===== config.mk =====
export PLATFORM = sky130hd
export DESIGN_NAME = bcs_sequencer
export DESIGN_NICKNAME = d
export VERILOG_FILES = /design/src/core/bcs_sequencer.v
export VERILOG_INCLUDE_DIRS = /design/src /design/src/pkg
export SDC_FILE = /design/constraint.sdc
export NUM_CORES = 1
export LEC_CHECK = 0
export BUFFER_PORTS_ARGS = -buffer_cell sky130_fd_sc_hd__buf_2
export CAP_MARGIN = 20
export CORE_ASPECT_RATIO = 1.25
export CORE_MARGIN = 2
export CORE_UTILIZATION = 49
export DETAILED_ROUTE_END_ITERATION = 10
export PLACE_DENSITY = 0.85
export RECOVER_POWER = 25
export SETUP_SLACK_MARGIN = 0.1
export SLEW_MARGIN = 25
export SYNTH_ARGS = -nofsm -noshare
export SYNTH_HDL_FRONTEND = slang
export SYNTH_SLANG_ARGS = --single-unit

===== constraint.sdc =====
create_clock -name pclk -period 1.97 [get_ports pclk]
set_input_delay 0.197 -clock pclk [delete_from_list [all_inputs] [get_ports pclk]]
set_output_delay 0.197 -clock pclk [all_outputs]
set_load 0.02 [all_outputs]

===== src/pkg/bcs_map.vh =====
`ifndef BCS_MAP_VH
`define BCS_MAP_VH

// ----------------------------------------
// Clock and timing
// ----------------------------------------
`define BCS_CLK_HZ          100000000
`define BCS_MAIN_HOLD_US    1000
`define BCS_IOP_HOLD_US     1500
`define BCS_BUZZ_HZ         2400
`define BCS_STROBE_NS       1000
// Cycle counts at the clock rate above, sized to the timer width
`define BCS_MAIN_HOLD_CYC   18'h186a0
`define BCS_IOP_HOLD_CYC    18'h249f0
`define BCS_BUZZ_HALF_CYC   18'h05161
`define BCS_STROBE_CYC      18'h00064
`define BCS_TMR_W           18

// ----------------------------------------
// Register offsets
// ----------------------------------------
`define BCS_CTRL_OFF        12'h000
`define BCS_STAT_OFF        12'h004

// ----------------------------------------
// Control fields
// ----------------------------------------
`define BCS_CTRL_SEQ_EN     0
`define BCS_CTRL_ARRAY      1
`define BCS_CTRL_RST        32'h0000_0001

// ----------------------------------------
// Status fields
// ----------------------------------------
`define BCS_STAT_STATE_LO   0
`define BCS_STAT_GOOD_LO    5
`define BCS_STAT_MAIN_RST   12
`define BCS_STAT_IOP_RST    13
`define BCS_STAT_CKE_HOLD   14
`define BCS_STAT_BBE        15

`endif


===== src/core/bcs_sequencer.v =====
// Implementation choices: the placing of the registers and register access over APB.
`timescale 1ns/10ps
`include "bcs_map.vh"

module bcs_sequencer #(
	parameter [17:0] MAIN_HOLD_CYC = `BCS_MAIN_HOLD_CYC,
	parameter [17:0] IOP_HOLD_CYC  = `BCS_IOP_HOLD_CYC,
	parameter [17:0] BUZZ_HALF_CYC = `BCS_BUZZ_HALF_CYC
) (
	input  wire        pclk,
	input  wire        presetn,
	input  wire        ce,
	input  wire        psel,
	input  wire        penable,
	input  wire        pwrite,
	input  wire [11:0] paddr,
	input  wire [31:0] pwdata,
	output wire        pready,
	output wire        pslverr,
	output reg  [31:0] prdata,
	input  wire        standby_3v3_good,
	input  wire        rail_1v8_good,
	input  wire        rail_1v5_good,
	input  wire        rail_1v35_good,
	input  wire        rail_1v2_good,
	input  wire        front_system_reset_n,
	input  wire        iop_power_good,
	input  wire        power_fail_delay,
	input  wire        power_fail_done,
	input  wire        audio_trigger,
	input  wire        cache_dirty,
	input  wire        alarm_color_select,
	input  wire        critical_alarm,
	input  wire        major_alarm,
	input  wire [2:0]  drive_present,
	input  wire [2:0]  drive_activity,
	input  wire [2:0]  drive_fault,
	output reg  [3:0]  rail_enable,
	output reg         main_reset_n,
	output reg         iop_reset_n,
	output reg         buzzer,
	output reg         battery_backup_enable,
	output reg         battery_strobe,
	output reg         critical_red,
	output reg         critical_yellow,
	output reg         major_red,
	output reg         major_yellow,
	output reg         drive_led_green,
	output reg         drive_led_amber,
	output reg         dimm_cke_hold,
	output wire        array_select
);

	// ----------------------------------------
	// States
	// ----------------------------------------
	localparam [3:0] ST_OFF   = 4'h0;
	localparam [3:0] ST_1V8   = 4'h1;
	localparam [3:0] ST_1V5   = 4'h2;
	localparam [3:0] ST_1V35  = 4'h3;
	localparam [3:0] ST_1V2   = 4'h4;
	localparam [3:0] ST_MAIN  = 4'h5;
	localparam [3:0] ST_IOP   = 4'h6;
	localparam [3:0] ST_RUN   = 4'h7;

	localparam [17:0] STROBE_CYC = `BCS_STROBE_CYC;

	function [17:0] tmr_next;
		input [17:0] t;
		begin
			tmr_next = (t == 18'h00000) ? 18'h00000 : t - 18'h00001;
		end
	endfunction

	// ----------------------------------------
	// Input synchronisers
	// ----------------------------------------
	wire [9:0] async_in = {cache_dirty, audio_trigger, power_fail_done, power_fail_delay,
		iop_power_good, front_system_reset_n, rail_1v2_good, rail_1v35_good,
		rail_1v5_good, rail_1v8_good};
	reg  [9:0] sync1_q;
	reg  [9:0] sync2_q;
	reg        stby1_q;
	reg        stby2_q;

	always @(posedge pclk or negedge presetn) begin
		if (!presetn) begin
			sync1_q <= 10'h000;
			sync2_q <= 10'h000;
			stby1_q <= 1'b0;
			stby2_q <= 1'b0;
		end else if (ce) begin
			sync1_q <= async_in;
			sync2_q <= sync1_q;
			stby1_q <= standby_3v3_good;
			stby2_q <= stby1_q;
		end
	end

	// Active-high goods, front reset taken as server 3.3 V good
	wire [3:0] rail_good_s = sync2_q[3:0];
	wire       srv_good_s  = sync2_q[4];
	wire       iop_good_s  = sync2_q[5];
	wire       pf_delay_s  = sync2_q[6];
	wire       pf_done_s   = sync2_q[7];
	wire       trig_s      = sync2_q[8];
	wire       dirty_s     = sync2_q[9];

	// ----------------------------------------
	// Registers
	// ----------------------------------------
	reg  [31:0] ctrl_q;
	wire        hit_ctrl = (paddr == `BCS_CTRL_OFF);
	wire        hit_stat = (paddr == `BCS_STAT_OFF);
	wire        apb_acc  = psel & penable;

	assign pready       = 1'b1;
	assign pslverr      = apb_acc & ~(hit_ctrl | hit_stat);
	assign array_select = ctrl_q[`BCS_CTRL_ARRAY];

	always @(posedge pclk or negedge presetn) begin
		if (!presetn)
			ctrl_q <= `BCS_CTRL_RST;
		else if (ce && apb_acc && pwrite && hit_ctrl)
			ctrl_q <= {30'h00000000, pwdata[1:0]};
	end

	// ----------------------------------------
	// Power and reset sequencer
	// ----------------------------------------
	reg  [3:0]  state_q;
	reg  [3:0]  state_d;
	reg  [17:0] tmr_q;
	reg  [17:0] tmr_d;
	wire        base_ok = stby2_q & srv_good_s & ctrl_q[`BCS_CTRL_SEQ_EN];

	always @* begin
		state_d = state_q;
		tmr_d   = tmr_next(tmr_q);
		case (state_q)
			ST_OFF:
				if (base_ok)
					state_d = ST_1V8;
			ST_1V8:
				if (rail_good_s[0])
					state_d = ST_1V5;
			ST_1V5:
				if (rail_good_s[1])
					state_d = ST_1V35;
			ST_1V35:
				if (rail_good_s[2])
					state_d = ST_1V2;
			ST_1V2:
				if (rail_good_s[3]) begin
					state_d = ST_MAIN;
					tmr_d   = MAIN_HOLD_CYC;
				end
			ST_MAIN:
				if (!iop_good_s)
					tmr_d = MAIN_HOLD_CYC;
				else if (tmr_q == 18'h00000) begin
					state_d = ST_IOP;
					tmr_d   = IOP_HOLD_CYC;
				end
			ST_IOP:
				if (tmr_q == 18'h00000)
					state_d = ST_RUN;
			ST_RUN:
				state_d = ST_RUN;
			default:
				state_d = ST_OFF;
		endcase
		// Lost standby/server good drops to off in any state, rail good past ST_1V2, iop good past ST_MAIN; every reset asserted
		if (state_q != ST_OFF) begin
			if (!base_ok || (state_q > ST_1V2 && rail_good_s != 4'hf) ||
				(state_q > ST_MAIN && !iop_good_s))
				state_d = ST_OFF;
		end
	end

	always @(posedge pclk or negedge presetn) begin
		if (!presetn) begin
			state_q      <= ST_OFF;
			tmr_q        <= 18'h00000;
			rail_enable  <= 4'h0;
			main_reset_n <= 1'b0;
			iop_reset_n  <= 1'b0;
		end else if (ce) begin
			state_q      <= state_d;
			tmr_q        <= tmr_d;
			rail_enable  <= {state_d >= ST_1V2, state_d >= ST_1V35,
				state_d >= ST_1V5, state_d >= ST_1V8};
			main_reset_n <= (state_d >= ST_IOP);
			iop_reset_n  <= (state_d == ST_RUN);
		end
	end

	// ----------------------------------------
	// Buzzer tone
	// ----------------------------------------
	reg [17:0] buzz_q;

	always @(posedge pclk or negedge presetn) begin
		if (!presetn) begin
			buzz_q <= 18'h00000;
			buzzer <= 1'b0;
		end else if (ce) begin
			if (!trig_s) begin
				buzz_q <= 18'h00000;
				buzzer <= 1'b0;
			end else if (buzz_q == 18'h00000) begin
				buzz_q <= BUZZ_HALF_CYC - 18'h00001;
				buzzer <= ~buzzer;
			end else begin
				buzz_q <= buzz_q - 18'h00001;
			end
		end
	end

	// ----------------------------------------
	// Battery backup control
	// ----------------------------------------
	reg [17:0] strobe_q;

	always @(posedge pclk or negedge presetn) begin
		if (!presetn) begin
			battery_backup_enable <= 1'b0;
			battery_strobe        <= 1'b0;
			strobe_q              <= 18'h00000;
		end else if (ce) begin
			battery_backup_enable <= dirty_s;
			if (dirty_s != battery_backup_enable) begin
				strobe_q       <= STROBE_CYC;
				battery_strobe <= 1'b1;
			end else begin
				strobe_q       <= tmr_next(strobe_q);
				battery_strobe <= (strobe_q > 18'h00001);
			end
		end
	end

	// ----------------------------------------
	// DIMM self-refresh hold
	// ----------------------------------------
	always @(posedge pclk or negedge presetn) begin
		if (!presetn)
			dimm_cke_hold <= 1'b0;
		else if (ce) begin
			if (!iop_good_s && pf_delay_s && pf_done_s)
				dimm_cke_hold <= 1'b1;
			else if (iop_good_s && stby2_q && rail_good_s[0])
				dimm_cke_hold <= 1'b0;
		end
	end

	// ----------------------------------------
	// Alarm and drive LEDs
	// ----------------------------------------
	always @(posedge pclk or negedge presetn) begin
		if (!presetn) begin
			critical_red    <= 1'b0;
			critical_yellow <= 1'b0;
			major_red       <= 1'b0;
			major_yellow    <= 1'b0;
			drive_led_green <= 1'b0;
			drive_led_amber <= 1'b0;
		end else if (ce) begin
			critical_red    <= critical_alarm & alarm_color_select;
			critical_yellow <= critical_alarm & ~alarm_color_select;
			major_red       <= major_alarm & alarm_color_select;
			major_yellow    <= major_alarm & ~alarm_color_select;
			drive_led_amber <= |(drive_present & drive_fault);
			drive_led_green <= |(drive_present & drive_activity) &
				~|(drive_present & drive_fault);
		end
	end

	// ----------------------------------------
	// Read data
	// ----------------------------------------
	always @(posedge pclk or negedge presetn) begin
		if (!presetn)
			prdata <= 32'h00000000;
		else if (ce && psel && !penable && !pwrite) begin
			if (paddr == `BCS_CTRL_OFF)
				prdata <= ctrl_q;
			else if (paddr == `BCS_STAT_OFF)
				prdata <= {16'h0000, battery_backup_enable, dimm_cke_hold, iop_reset_n,
					main_reset_n, iop_good_s, srv_good_s, stby2_q, rail_good_s,
					1'b0, state_q};
			else
				prdata <= 32'h00000000;
		end
	end

endmodule


## Word level (Yosys, flattened, before mapping)

Cells that the tools add are included.
W data, S select, Z words.

| storage, ports and cells | value |
|---|---|
| bits in registers | 130 |
| word-level logic and storage cells | 118 |

| cells by class | value |
|---|---|
| add/sub/neg operators | 3 |
| magnitude comparators | 8 |
| equality and inequality tests | 12 |
| multiplexer cells | 27 |
| bitwise operators | 15 |
| reductions and logical operators | 30 |

Operator list:

| operator | number |
|---|---|
| $mux W18 | 8 |
| $logic_not A18 Y1 | 3 |
| $sub A18 B1 Y18 const B | 3 |
| $mux W4 | 10 |
| $pmux W18 S2 | 1 |
| $mux W16 | 2 |
| $pmux W4 S8 | 1 |
| $eq A4 B3 Y1 const B | 5 |
| $gt A18 B1 Y1 const B | 1 |
| $eq A12 B3 Y1 const B | 1 |
| $logic_and A1 B1 Y1 | 12 |
| $logic_not A12 Y1 | 1 |
| $and A1 B1 Y1 | 9 |
| $eq A4 B2 Y1 const B | 2 |
| $ge A4 B2 Y1 const B | 2 |
| $ge A4 B3 Y1 const B | 2 |
| $gt A4 B3 Y1 const B | 2 |
| $and A3 B3 Y3 | 2 |
| $reduce_or A3 Y1 | 2 |
| $logic_not A1 Y1 | 5 |
| $mux W1 | 5 |
| $eq A4 B1 Y1 const B | 1 |
| $ge A4 B1 Y1 const B | 1 |
| $logic_not A4 Y1 | 1 |
| other kinds (9) | 13 |

## Longest topological paths before layout

Gate-level depths: netlist (run 1).

| depth | value |
|---|---|
| word-level depth | 8 |
| mapped depth | 8 |
| gate-level depth less buffers | 7 |

## Worst setup path before layout (run 1)

OpenSTA, ideal clock, no wires.

| timing | value |
|---|---|
| path type | reg-to-reg |
| start | register buzz_q[12] |
| end | register buzz_q[16] |
| library setup time | 119 ps |
| data arrival time | 1965 ps |
| data required time | 1851 ps |
| setup slack | -113 ps |
| cell stages (with the launch flop) | 8 |
| path buffers | 2 |
| period minus slack after synthesis | 2083 ps |
| path through | dfrtp_1 > or3_4 > or3_1 > or4_1 > buf_2 > a21oi_2 > buf_6 > nor2_1 |

| between the ends | value |
|---|---|
| cells in the longest elaborated chain, start to end | 3 |
| elaborated cells between the ends (all ways) | 4 |

Ends and longest elaborated chain:

| element | RTL line | text |
|---|---|---|
| start, declared | bcs_sequencer.v:201 | `reg [17:0] buzz_q;` |
| start signal, assigned | bcs_sequencer.v:212 | `buzz_q <= BUZZ_HALF_CYC - 18'h00001;` |
| start signal, assigned | bcs_sequencer.v:215 | `buzz_q <= buzz_q - 18'h00001;` |
| $sub A18 B1 Y18 / $logic_not A18 Y1 (equally long branches) | bcs_sequencer.v:215, bcs_sequencer.v:211 |  |
| $mux W18 (*) | bcs_sequencer.v:211 | `end else if (buzz_q == 18'h00000) begin` |
| $mux W18 (*) | bcs_sequencer.v:208 | `if (!trig_s) begin` |

Every way passes the cells marked *; elsewhere a longest branch is shown, timed or not.
A chain may end at the register's enable or synchronous reset.

## Worst setup path after layout (run 1)

| timing | value |
|---|---|
| start | register buzz_q[14] |
| end | register buzz_q[7] |

| between the ends | value |
|---|---|
| cells in the longest elaborated chain, start to end | 3 |

Ends and longest elaborated chain:

| element | RTL line |
|---|---|
| $logic_not A18 Y1 | bcs_sequencer.v:211 |
| $mux W18 | bcs_sequencer.v:211 |
| $mux W18 | bcs_sequencer.v:208 |

No other way between the ends.

==> impl_metrics.env, run 1 <==
export IMPL_clk_pin_slew_ns=0.06
export IMPL_finalNetCount=788
export IMPL_reg2reg_from="buzz_q[14]$_DFFE_PN0P_"
export IMPL_crit_reg2reg_capture="buzz_q[7]$_DFFE_PN0P_"
export IMPL_grt_pass1_vias=5327
export IMPL_numCtsBuffers=17
export IMPL_cts_tree="yes"
export IMPL_synth_warnings=0
export IMPL_period_needed_ns=2.07
export IMPL_critPathKind="flop to flop"
export IMPL_fp_row_count=43
export IMPL_grt_max_degree=64
export IMPL_failed_checks="setup timing"
export IMPL_dieHeight_um=124
export IMPL_drt_pass1_iterations=5
export IMPL_yosys_register_bits=113
export IMPL_route_met3_wl_um=981
export IMPL_io_pins=124
export IMPL_synth_top_flop_cell="dfrtp_1"
export IMPL_status="complete, but fails checks"
export IMPL_grtUsageTotal=0.244
export IMPL_cts_root_buf="clkbuf_16"
export IMPL_path_max_fanout=6
export IMPL_max_slew_worst_pin_slew_ns=1.10
export IMPL_max_freq_ghz=0.484
export IMPL_finalMaxSlewViolations=0
export IMPL_start_util=0.508
export IMPL_met2_length_um=9000
export IMPL_synth_edf_count=0
export IMPL_synth_area_top_cells="dfrtp_1 (49%), mux2_2 (4.8%), nor2_1 (3.3%)"
export IMPL_start_kind="flop"
export IMPL_setup_slack_ns=-0.0952
export IMPL_core_area_um2=11200
export IMPL_power_density_nw_per_um2=1130
export IMPL_fillers=712
export IMPL_worst_hold_path_endpoint="sync1_q[2]$_DFFE_PN0P_"
export IMPL_synth_top_cell_area_share=0.493
export IMPL_min_path_type="primary input to flop"
export IMPL_hold_depth=2
export IMPL_grt_pass1_wl_um=24600
export IMPL_fin_crit_sh=1.05
export IMPL_highest_layer="met4"
export IMPL_critPathMostFrequentCell="or3_4"
export IMPL_cp_arrival_ns=2.35
export IMPL_skew_ns=0.0107
export IMPL_finalPower_w=0.00884
export IMPL_area_growth_pct=38.2
export IMPL_reg2reg_depth=5
export IMPL_port_buffers=75
export IMPL_yosys_area_top_type="dfrtp_1"
export IMPL_setup_viol=18
export IMPL_worstHoldStart="rail_1v35_good"
export IMPL_worstSetupEndpointType="flop"
export IMPL_cts_buffer_depth=2
export IMPL_rsz0062_at_grt="true"
export IMPL_max_stage_delay_ns=0.49
export IMPL_antenna_found_initial=0
export IMPL_finalWirelength_um=17000
export IMPL_slew_headroom=0.269
export IMPL_num_antenna_cells=0
export IMPL_vias=5286
export IMPL_routabilityCongestion=0.922
export IMPL_hold_violations=0
export IMPL_async_flop_share=1.00
export IMPL_drt_drc_violations_left=0
export IMPL_layout_common_cells="dfrtp_1 (109), buf_2 (73), buf_4 (73)"
export IMPL_reg2reg_slack_ns=-0.1
export IMPL_h_tree_depth=4
export IMPL_syn_area_um2=5680
export IMPL_p_leak_nw=3.58
export IMPL_postSynthCellCount=553
export IMPL_wl_met1_um=6410
export IMPL_die_w_um=100
export IMPL_dieArea_um2=12500
export IMPL_viasPerCell=6.16
export IMPL_overflow=0
export IMPL_post_dp_hpwl_um=9530
export IMPL_maxCapViolations=0
export IMPL_vdd_drop_max_mv=0.664
export IMPL_worst_ep_required_time_ns=2.26
export IMPL_drt_iter0_drc=421
export IMPL_tns_ns=-0.827
export IMPL_final_common_cell="dfrtp_1"
export IMPL_cts_sinks=113
export IMPL_layout_drive_gt1_share=0.420
export IMPL_synth_cell_types=64
export IMPL_crit_path_cell_trace="or3_4 > or3_4 > or4_4 > a21oi_4 > nor2_1"
export IMPL_antenna_left=0
export IMPL_syn_area_per_cell_um2=10.3
export IMPL_worstSkewPairLatency_ns=0.41
export IMPL_drt_wirelength_per_cell_um=19.8
export IMPL_critPathSlowestCell="or4_4"
export IMPL_seq_area_frac_synth=0.498
==> worst max-delay path: cells and delay by family, from the launching register on <==
family | cells | cell delay [ns]
simple gates | 4 | 1.30
compound gates | 1 | 0.28
flops | 1 | 0.37
==> where the power goes <==
part           switching, W  internal, W
Combinational       0.00141      0.00128
Sequential         0.000378      0.00269
Clock               0.00117      0.00191
==> worst max path at each step <==
stage	startpoint	end	cells past startpoint
6_report	buzz_q[14]$_DFFE_PN0P_	buzz_q[7]$_DFFE_PN0P_	5
5_1_grt	buzz_q[14]$_DFFE_PN0P_	buzz_q[7]$_DFFE_PN0P_	5
4_1_cts	buzz_q[14]$_DFFE_PN0P_	buzz_q[4]$_DFFE_PN0P_	5
3_5_place_dp	state_q[0]$_DFFE_PN0P_	rail_enable[2]$_DFFE_PN0P_	5
3_3_place_gp	buzz_q[14]$_DFFE_PN0P_	buzz_q[13]$_DFFE_PN0P_	5
2_1_floorplan	buzz_q[12]$_DFFE_PN0P_	buzz_q[16]$_DFFE_PN0P_	7
==> per-layer routing <==
metal	up-vias	GRT usage
li1	2314	-
met1	2659	0.292
met2	242	0.401
met3	71	0.0606
met4	0	0.133
met5	-	0
==> synthesized netlist by cell type (6+ instances only) <==
master / number
o2bb2ai_1: 8
clkbuf_1: 12
nand3_1: 13
inv_1: 22
mux2_2: 24
o31ai_1: 9
buf_2: 7
or3_1: 7
xnor2_1: 18
a31oi_1: 7
nor2_1: 50
dfrtp_1: 112
buf_4: 19
a22o_1: 17
a21oi_1: 15
mux2i_1: 7
nand4_1: 8
nand2b_1: 10
nor3_1: 26
nor4_1: 14
o21ai_0: 33
or4_1: 6
nand2_1: 26
==> flip-flops by register name, indices dropped and copies added, names as in the netlist, 2 cells and up <==
name,flops
prdata,15
buzz_q,18
ctrl_q,2
strobe_q,18
state_q,4
sync1_q,10
rail_enable,4
sync2_q,10
tmr_q,18
==> layout make-up <==
| cell class | count | area [µm²] | area share |
|---|---|---|---|
| repair buffers | 163 | 1110 | 0.141 |
| clock inverters | 14 | 155 | 0.0198 |
| multi-input cells | 393 | 3060 | 0.390 |
| flip-flops and latches | 113 | 2830 | 0.361 |
| inverters | 22 | 82.6 | 0.0105 |
| well taps | 135 | 169 | 0.0215 |
| clock buffers | 18 | 439 | 0.0559 |
==> cells by family (layout without fill, tap and decap cells) <==
kind of cell	Yosys count	count (layout)	synth area share
AOI/OAI and AO/OA	126	127	0.154
other	2	18	0.00132
buffers and inverters	64	217	0.0590
muxes	31	31	0.0599
DFF	113	113	0.498
and+or+nand+nor	189	189	0.182
adders and majority gates	5	5	0.0110
xor gates and xnor gates	23	23	0.0355
==> through the flow <==
stage | worst slack [ns] | hold WS (ns) | area [µm²] | cells | util
2_1_floorplan | -0.0887 | -0.0986 | 5790 | 569 | -
6_report | -0.0952 | 0.0142 | 7850 | 858 | 0.702
3_3_place_gp | -0.113 | 0.156 | 6640 | 806 | 0.593
5_1_grt | -0.147 | 0.0193 | 7850 | 858 | 0.702
4_1_cts | -0.0634 | 0.00692 | 7400 | 845 | 0.662
3_5_place_dp | -0.163 | 0.162 | 6640 | 806 | 0.593
==> repair_timing <==
| action | 4_1_cts | 5_1_grt |
|---|---|---|
| pin swaps | 17 | 38 |
| resized for setup | 28 | 86 |
| setup buffers | 5 | 12 |
| cloned | 1 | 1 |
| endpoints found under the setup margin | 54 | 57 |
| endpoints found under the hold margin | 28 | 0 |
| hold buffers | 1 | 0 |
(Power assumes the default switching activity.)
==> run 2, diff against run 1 <==
CORE_UTILIZATION = 50   (was 49)
PLACE_DENSITY = 0.83   (was 0.85)
clock period = 2.61 ns   (was 1.97 ns; I/O delays follow)
==> impl_metrics.env, run 2 (same netlist as run 1, synthesis figures left out) <==
export IMPL_status="complete, but fails checks"
export IMPL_failed_checks="capacitance limit, slew limit"
export IMPL_dieArea_um2=12200
export IMPL_drt_pass1_iterations=5
export IMPL_max_stage_delay_ns=0.61
export IMPL_reg_top3="buzz_q: 18 flops, strobe_q: 18 flops, tmr_q: 18 flops"
export IMPL_start_kind="flop"
export IMPL_finalNetCount=713
export IMPL_start_util=0.513
export IMPL_critPathKind="flop to flop"
export IMPL_fillers=868
export IMPL_skew_ns=0.0111
export IMPL_clk_pin_slew_ns=0.06
export IMPL_path_max_fanout=12
export IMPL_hold_violations=0
export IMPL_worstSetupEndpointType="flop"
export IMPL_maxCapViolations=2
export IMPL_crit_path_cell_trace="and4bb_2 > o21ai_1 > a2111oi_1 > nand2_1 > o32ai_1"
export IMPL_overflow=0
export IMPL_rsz0062_at_grt="true"
export IMPL_cts_tree="yes"
export IMPL_grtUsageTotal=0.227
export IMPL_viasPerCell=5.97
export IMPL_crit_buf_inv=0
export IMPL_core_area_um2=11100
export IMPL_finalWirelength_um=13200
export IMPL_grt_pass1_vias=4712
export IMPL_grt_pass1_wl_um=22000
export IMPL_power_density_nw_per_um2=897
export IMPL_setup_viol=0
export IMPL_cp_arrival_ns=2.68
export IMPL_tns_ns=0
export IMPL_postLayoutCoreUtil=0.612
export IMPL_layout_drive_gt1_share=0.231
export IMPL_worstSkewPairLatency_ns=0.42
export IMPL_finalMaxSlewViolations=72
export IMPL_post_dp_hpwl_um=8840
export IMPL_fin_hold_ws_ns=0.0755
export IMPL_worst_ep_required_time_ns=2.92
export IMPL_antenna_left=0
export IMPL_antenna_found_initial=0
export IMPL_min_path_type="primary input to flop"
export IMPL_period_needed_ns=2.37
export IMPL_num_antenna_cells=0
export IMPL_grt_max_degree=56
export IMPL_area_growth_pct=19.4
export IMPL_vias=4673
export IMPL_numCtsBuffers=17
export IMPL_max_freq_ghz=0.422
export IMPL_fin_crit_sh=0.908
export IMPL_multi_input_area_um2=2590
export IMPL_drt_iter0_drc=267
export IMPL_dieHeight_um=123
export IMPL_fp_row_count=43
export IMPL_routabilityCongestion=0.944
export IMPL_h_tree_depth=4
export IMPL_cts_sinks=113
export IMPL_max_slew_worst_pin_slew_ns=1.92
export IMPL_crit_family="compound AO/OA/AOI/OAI gates"
export IMPL_p_leak_nw=3.11
export IMPL_slew_headroom=-0.281
export IMPL_port_buffers=75
export IMPL_vdd_drop_max_mv=0.498
export IMPL_drt_wirelength_per_cell_um=16.8
export IMPL_finalPower_w=0.00609
export IMPL_final_common_cell="dfrtp_1"
export IMPL_drt_drc_violations_left=0
export IMPL_io_pins=124
export IMPL_ff_latch_area_um2=2830
export IMPL_cts_root_buf="clkbuf_16"
export IMPL_layout_common_cells="dfrtp_1 (112), buf_2 (74), nor2_1 (50)"
export IMPL_cts_buffer_depth=2
export IMPL_die_w_um=99.3
export IMPL_critPathSlowestCell="a2111oi_1"
[run 2: metrics by stage]
stage / cells / instance area (µm²) / setup slack [ns]
2_1_floorplan: 569 / 5740 / 0.527
3_3_place_gp: 750 / 6150 / 0.245
3_5_place_dp: 750 / 6150 / 0.170
4_1_cts: 783 / 6790 / 0.155
5_1_grt: 783 / 6790 / 0.0565
6_report: 783 / 6790 / 0.240
[run 2: path summary, 6_finish.rpt]
check                                            start                     endpoint  slack [ns]  cells past startpoint
min reg2reg                drive_led_green$_DFFE_PN0P_  drive_led_green$_DFFE_PN0P_        0.48                      1
min                               front_system_reset_n       sync1_q[4]$_DFFE_PN0P_        0.08                      2
min in group asynchronous                      presetn       buzz_q[13]$_DFFE_PN0P_        0.92                      2
max                             state_q[0]$_DFFE_PN0P_      iop_reset_n$_DFFE_PN0P_        0.24                      5
max in group asynchronous                      presetn        buzz_q[1]$_DFFE_PN0P_        0.48                      3
max reg2reg                     state_q[0]$_DFFE_PN0P_      iop_reset_n$_DFFE_PN0P_        0.24                      5
[run 2: timing repair]
item | in CTS | in global routing
hold buffers | 1 | 0
setup buffers | 0 | 0
resized for setup | 0 | 2
setup endpoints to repair | 0 | 19
hold endpoints to repair | 32 | 0
[run 2: area by class of cell]
class                      count  area share
clock buffer                  17      0.0627
clock inverter                15      0.0310
inverter                      22      0.0122
multi-input combinational    392       0.381
sequential                   113       0.417
tap                          135      0.0249
timing repair buffer          89      0.0712
[run 2: layer usage]
metal / share of wire / wire (µm) / GRT usage
met3: 0.054 / 708 / 0.0616
met1: 0.39 / 5120 / 0.249
met5: 0 / 0 / 0
met2: 0.54 / 7060 / 0.411
met4: 0.021 / 276 / 0.0967
[run 2: where the power goes]
part           switching (W)  internal, W  total, W
clock network       0.000860      0.00161   0.00247
registers           0.000332      0.00203   0.00236
logic               0.000710     0.000551   0.00126
==> run 3, diff against run 2 <==
MAX_ROUTING_LAYER = met4   (was unset)
==> impl_metrics.env, run 3 (same netlist as run 1, synthesis figures left out) <==
export IMPL_worstSetupEndpointType="flop"
export IMPL_skew_ns=0.0153
export IMPL_layout_common_cells="dfrtp_1 (112), buf_2 (74), nor2_1 (50)"
export IMPL_failed_checks="capacitance limit, slew limit"
export IMPL_antenna_left=0
export IMPL_stdcell_count=783
export IMPL_num_antenna_cells=0
export IMPL_grt_pass1_vias=4708
export IMPL_reg2reg_from="state_q[0]$_DFFE_PN0P_"
export IMPL_drt_wirelength_per_cell_um=16.9
export IMPL_port_buffers=75
export IMPL_worstSkewPairLatency_ns=0.41
export IMPL_power_density_nw_per_um2=897
export IMPL_antenna_found_initial=0
export IMPL_cts_tree="yes"
export IMPL_fillers=868
export IMPL_hold_violations=0
export IMPL_worstHoldStart="front_system_reset_n"
export IMPL_min_path_type="primary input to flop"
export IMPL_path_max_fanout=12
export IMPL_placed_cells=750
export IMPL_max_slew_worst_pin_slew_ns=1.95
export IMPL_placed_cell_area_um2=6150
export IMPL_tns_ns=0
export IMPL_period_needed_ns=2.38
export IMPL_hold_depth=2
export IMPL_grt_pass1_wl_um=22000
export IMPL_postLayoutCoreUtil=0.612
export IMPL_cts_root_buf="clkbuf_16"
export IMPL_rsz0062_at_grt="true"
export IMPL_max_freq_ghz=0.420
export IMPL_h_tree_depth=4
export IMPL_io_pins=124
export IMPL_maxCapViolations=2
export IMPL_finalMaxSlewViolations=72
export IMPL_slew_headroom=-0.302
export IMPL_overflow=0
export IMPL_grt_max_degree=56
export IMPL_finalWirelength_um=13200
export IMPL_pre_cts_slack_ns=0.170
export IMPL_fin_crit_sh=0.912
export IMPL_layout_drive_gt1_share=0.231
export IMPL_drt_iter0_drc=281
export IMPL_p_leak_nw=3.11
export IMPL_setup_viol=0
export IMPL_dieArea_um2=12200
export IMPL_reg2reg_slack_ns=0.23
export IMPL_clk_pin_slew_ns=0.06
export IMPL_design_area_um2=6790
export IMPL_area_growth_pct=19.4
export IMPL_fp_row_count=43
export IMPL_vias=4733
export IMPL_core_area_um2=11100
export IMPL_vdd_drop_max_mv=0.498
export IMPL_status="complete, but fails checks"
export IMPL_dieHeight_um=123
export IMPL_setup_slack_ns=0.230
export IMPL_worst_ep_required_time_ns=2.92
export IMPL_worst_hold_path_endpoint="sync1_q[4]$_DFFE_PN0P_"
export IMPL_final_common_cell="dfrtp_1"
export IMPL_drt_pass1_iterations=4
export IMPL_start_kind="flop"
export IMPL_critPathKind="flop to flop"
export IMPL_cts_buffer_depth=2
export IMPL_viasPerCell=6.04
export IMPL_max_stage_delay_ns=0.61
export IMPL_crit_path_cell_trace="and4bb_2 > o21ai_1 > a2111oi_1 > nand2_1 > o32ai_1"
export IMPL_cp_arrival_ns=2.69
export IMPL_die_w_um=99.3
export IMPL_drt_drc_violations_left=0
export IMPL_post_dp_hpwl_um=8840
export IMPL_grtUsageTotal=0.234
export IMPL_multi_input_area_um2=2590
export IMPL_critPathSlowestCell="a2111oi_1"
export IMPL_numCtsBuffers=17
export IMPL_finalNetCount=713
export IMPL_reg_top3="buzz_q: 18 flops, strobe_q: 18 flops, tmr_q: 18 flops"
export IMPL_start_util=0.513
export IMPL_ff_latch_area_um2=2830
export IMPL_routabilityCongestion=0.961
export IMPL_cts_sinks=113
export IMPL_reg2reg_depth=5
export IMPL_crit_reg2reg_capture="iop_reset_n$_DFFE_PN0P_"
run 3: cell counts in the layout (fill, tap and decap cells not counted):
No cell type changed its count.
run 3: worst max-delay path by stage:
stage                           start  depth (start not counted)                 endpoint  slack [ns]
2_1_floorplan  buzz_q[12]$_DFFE_PN0P_                          7   buzz_q[10]$_DFFE_PN0P_        0.53
3_3_place_gp   buzz_q[12]$_DFFE_PN0P_                          5   buzz_q[13]$_DFFE_PN0P_        0.25
3_5_place_dp   buzz_q[12]$_DFFE_PN0P_                          5    buzz_q[2]$_DFFE_PN0P_        0.17
4_1_cts        state_q[0]$_DFFE_PN0P_                          5  iop_reset_n$_DFFE_PN0P_        0.15
5_1_grt        state_q[0]$_DFFE_PN0P_                          5  iop_reset_n$_DFFE_PN0P_        0.06
6_report       state_q[0]$_DFFE_PN0P_                          5  iop_reset_n$_DFFE_PN0P_        0.23
run 3: per-layer routing:
metal	global-route usage	wire, µm
met1	0.251	5210
met2	0.408	7010
met3	0.0661	722
met4	0.0925	269
met5	-	0
run 3: stage by stage:
step	hold slack, ns	total power [W]
after floorplan	-0.0346	0.00326
after global placement	0.242	0.00353
after detailed placement	0.249	0.00361
after CTS	0.0610	0.00611
after global routing	0.0572	0.00641
final	0.0797	0.00609
run 3: power breakdown:
part	internal (W)	switching, W	total (W)
Sequential	0.00203	0.000333	0.00236
Clock	0.00161	0.000856	0.00246
Combinational	0.000551	0.000709	0.00126
run 3: what timing repair did:
item,4_1_cts,5_1_grt
hold buffers,1,0
resized for setup,0,2
endpoints found under the hold margin,32,0
buffers inserted,0,0
setup endpoints to repair,0,19
run 3: cell type report:
cell class	count	area share
sequential	113	0.417
multi-input combinational	392	0.381
timing repair buffer	89	0.0712
clock buffer	17	0.0627
clock inverter	15	0.0310
tap	135	0.0249
inverter	22	0.0122
run 3: worst max-delay path: cells and delay by family (launching register included):
family,cells,cell delay [ns]
flops,1,0.56
compound gates,3,1.01
simple gates,2,0.71
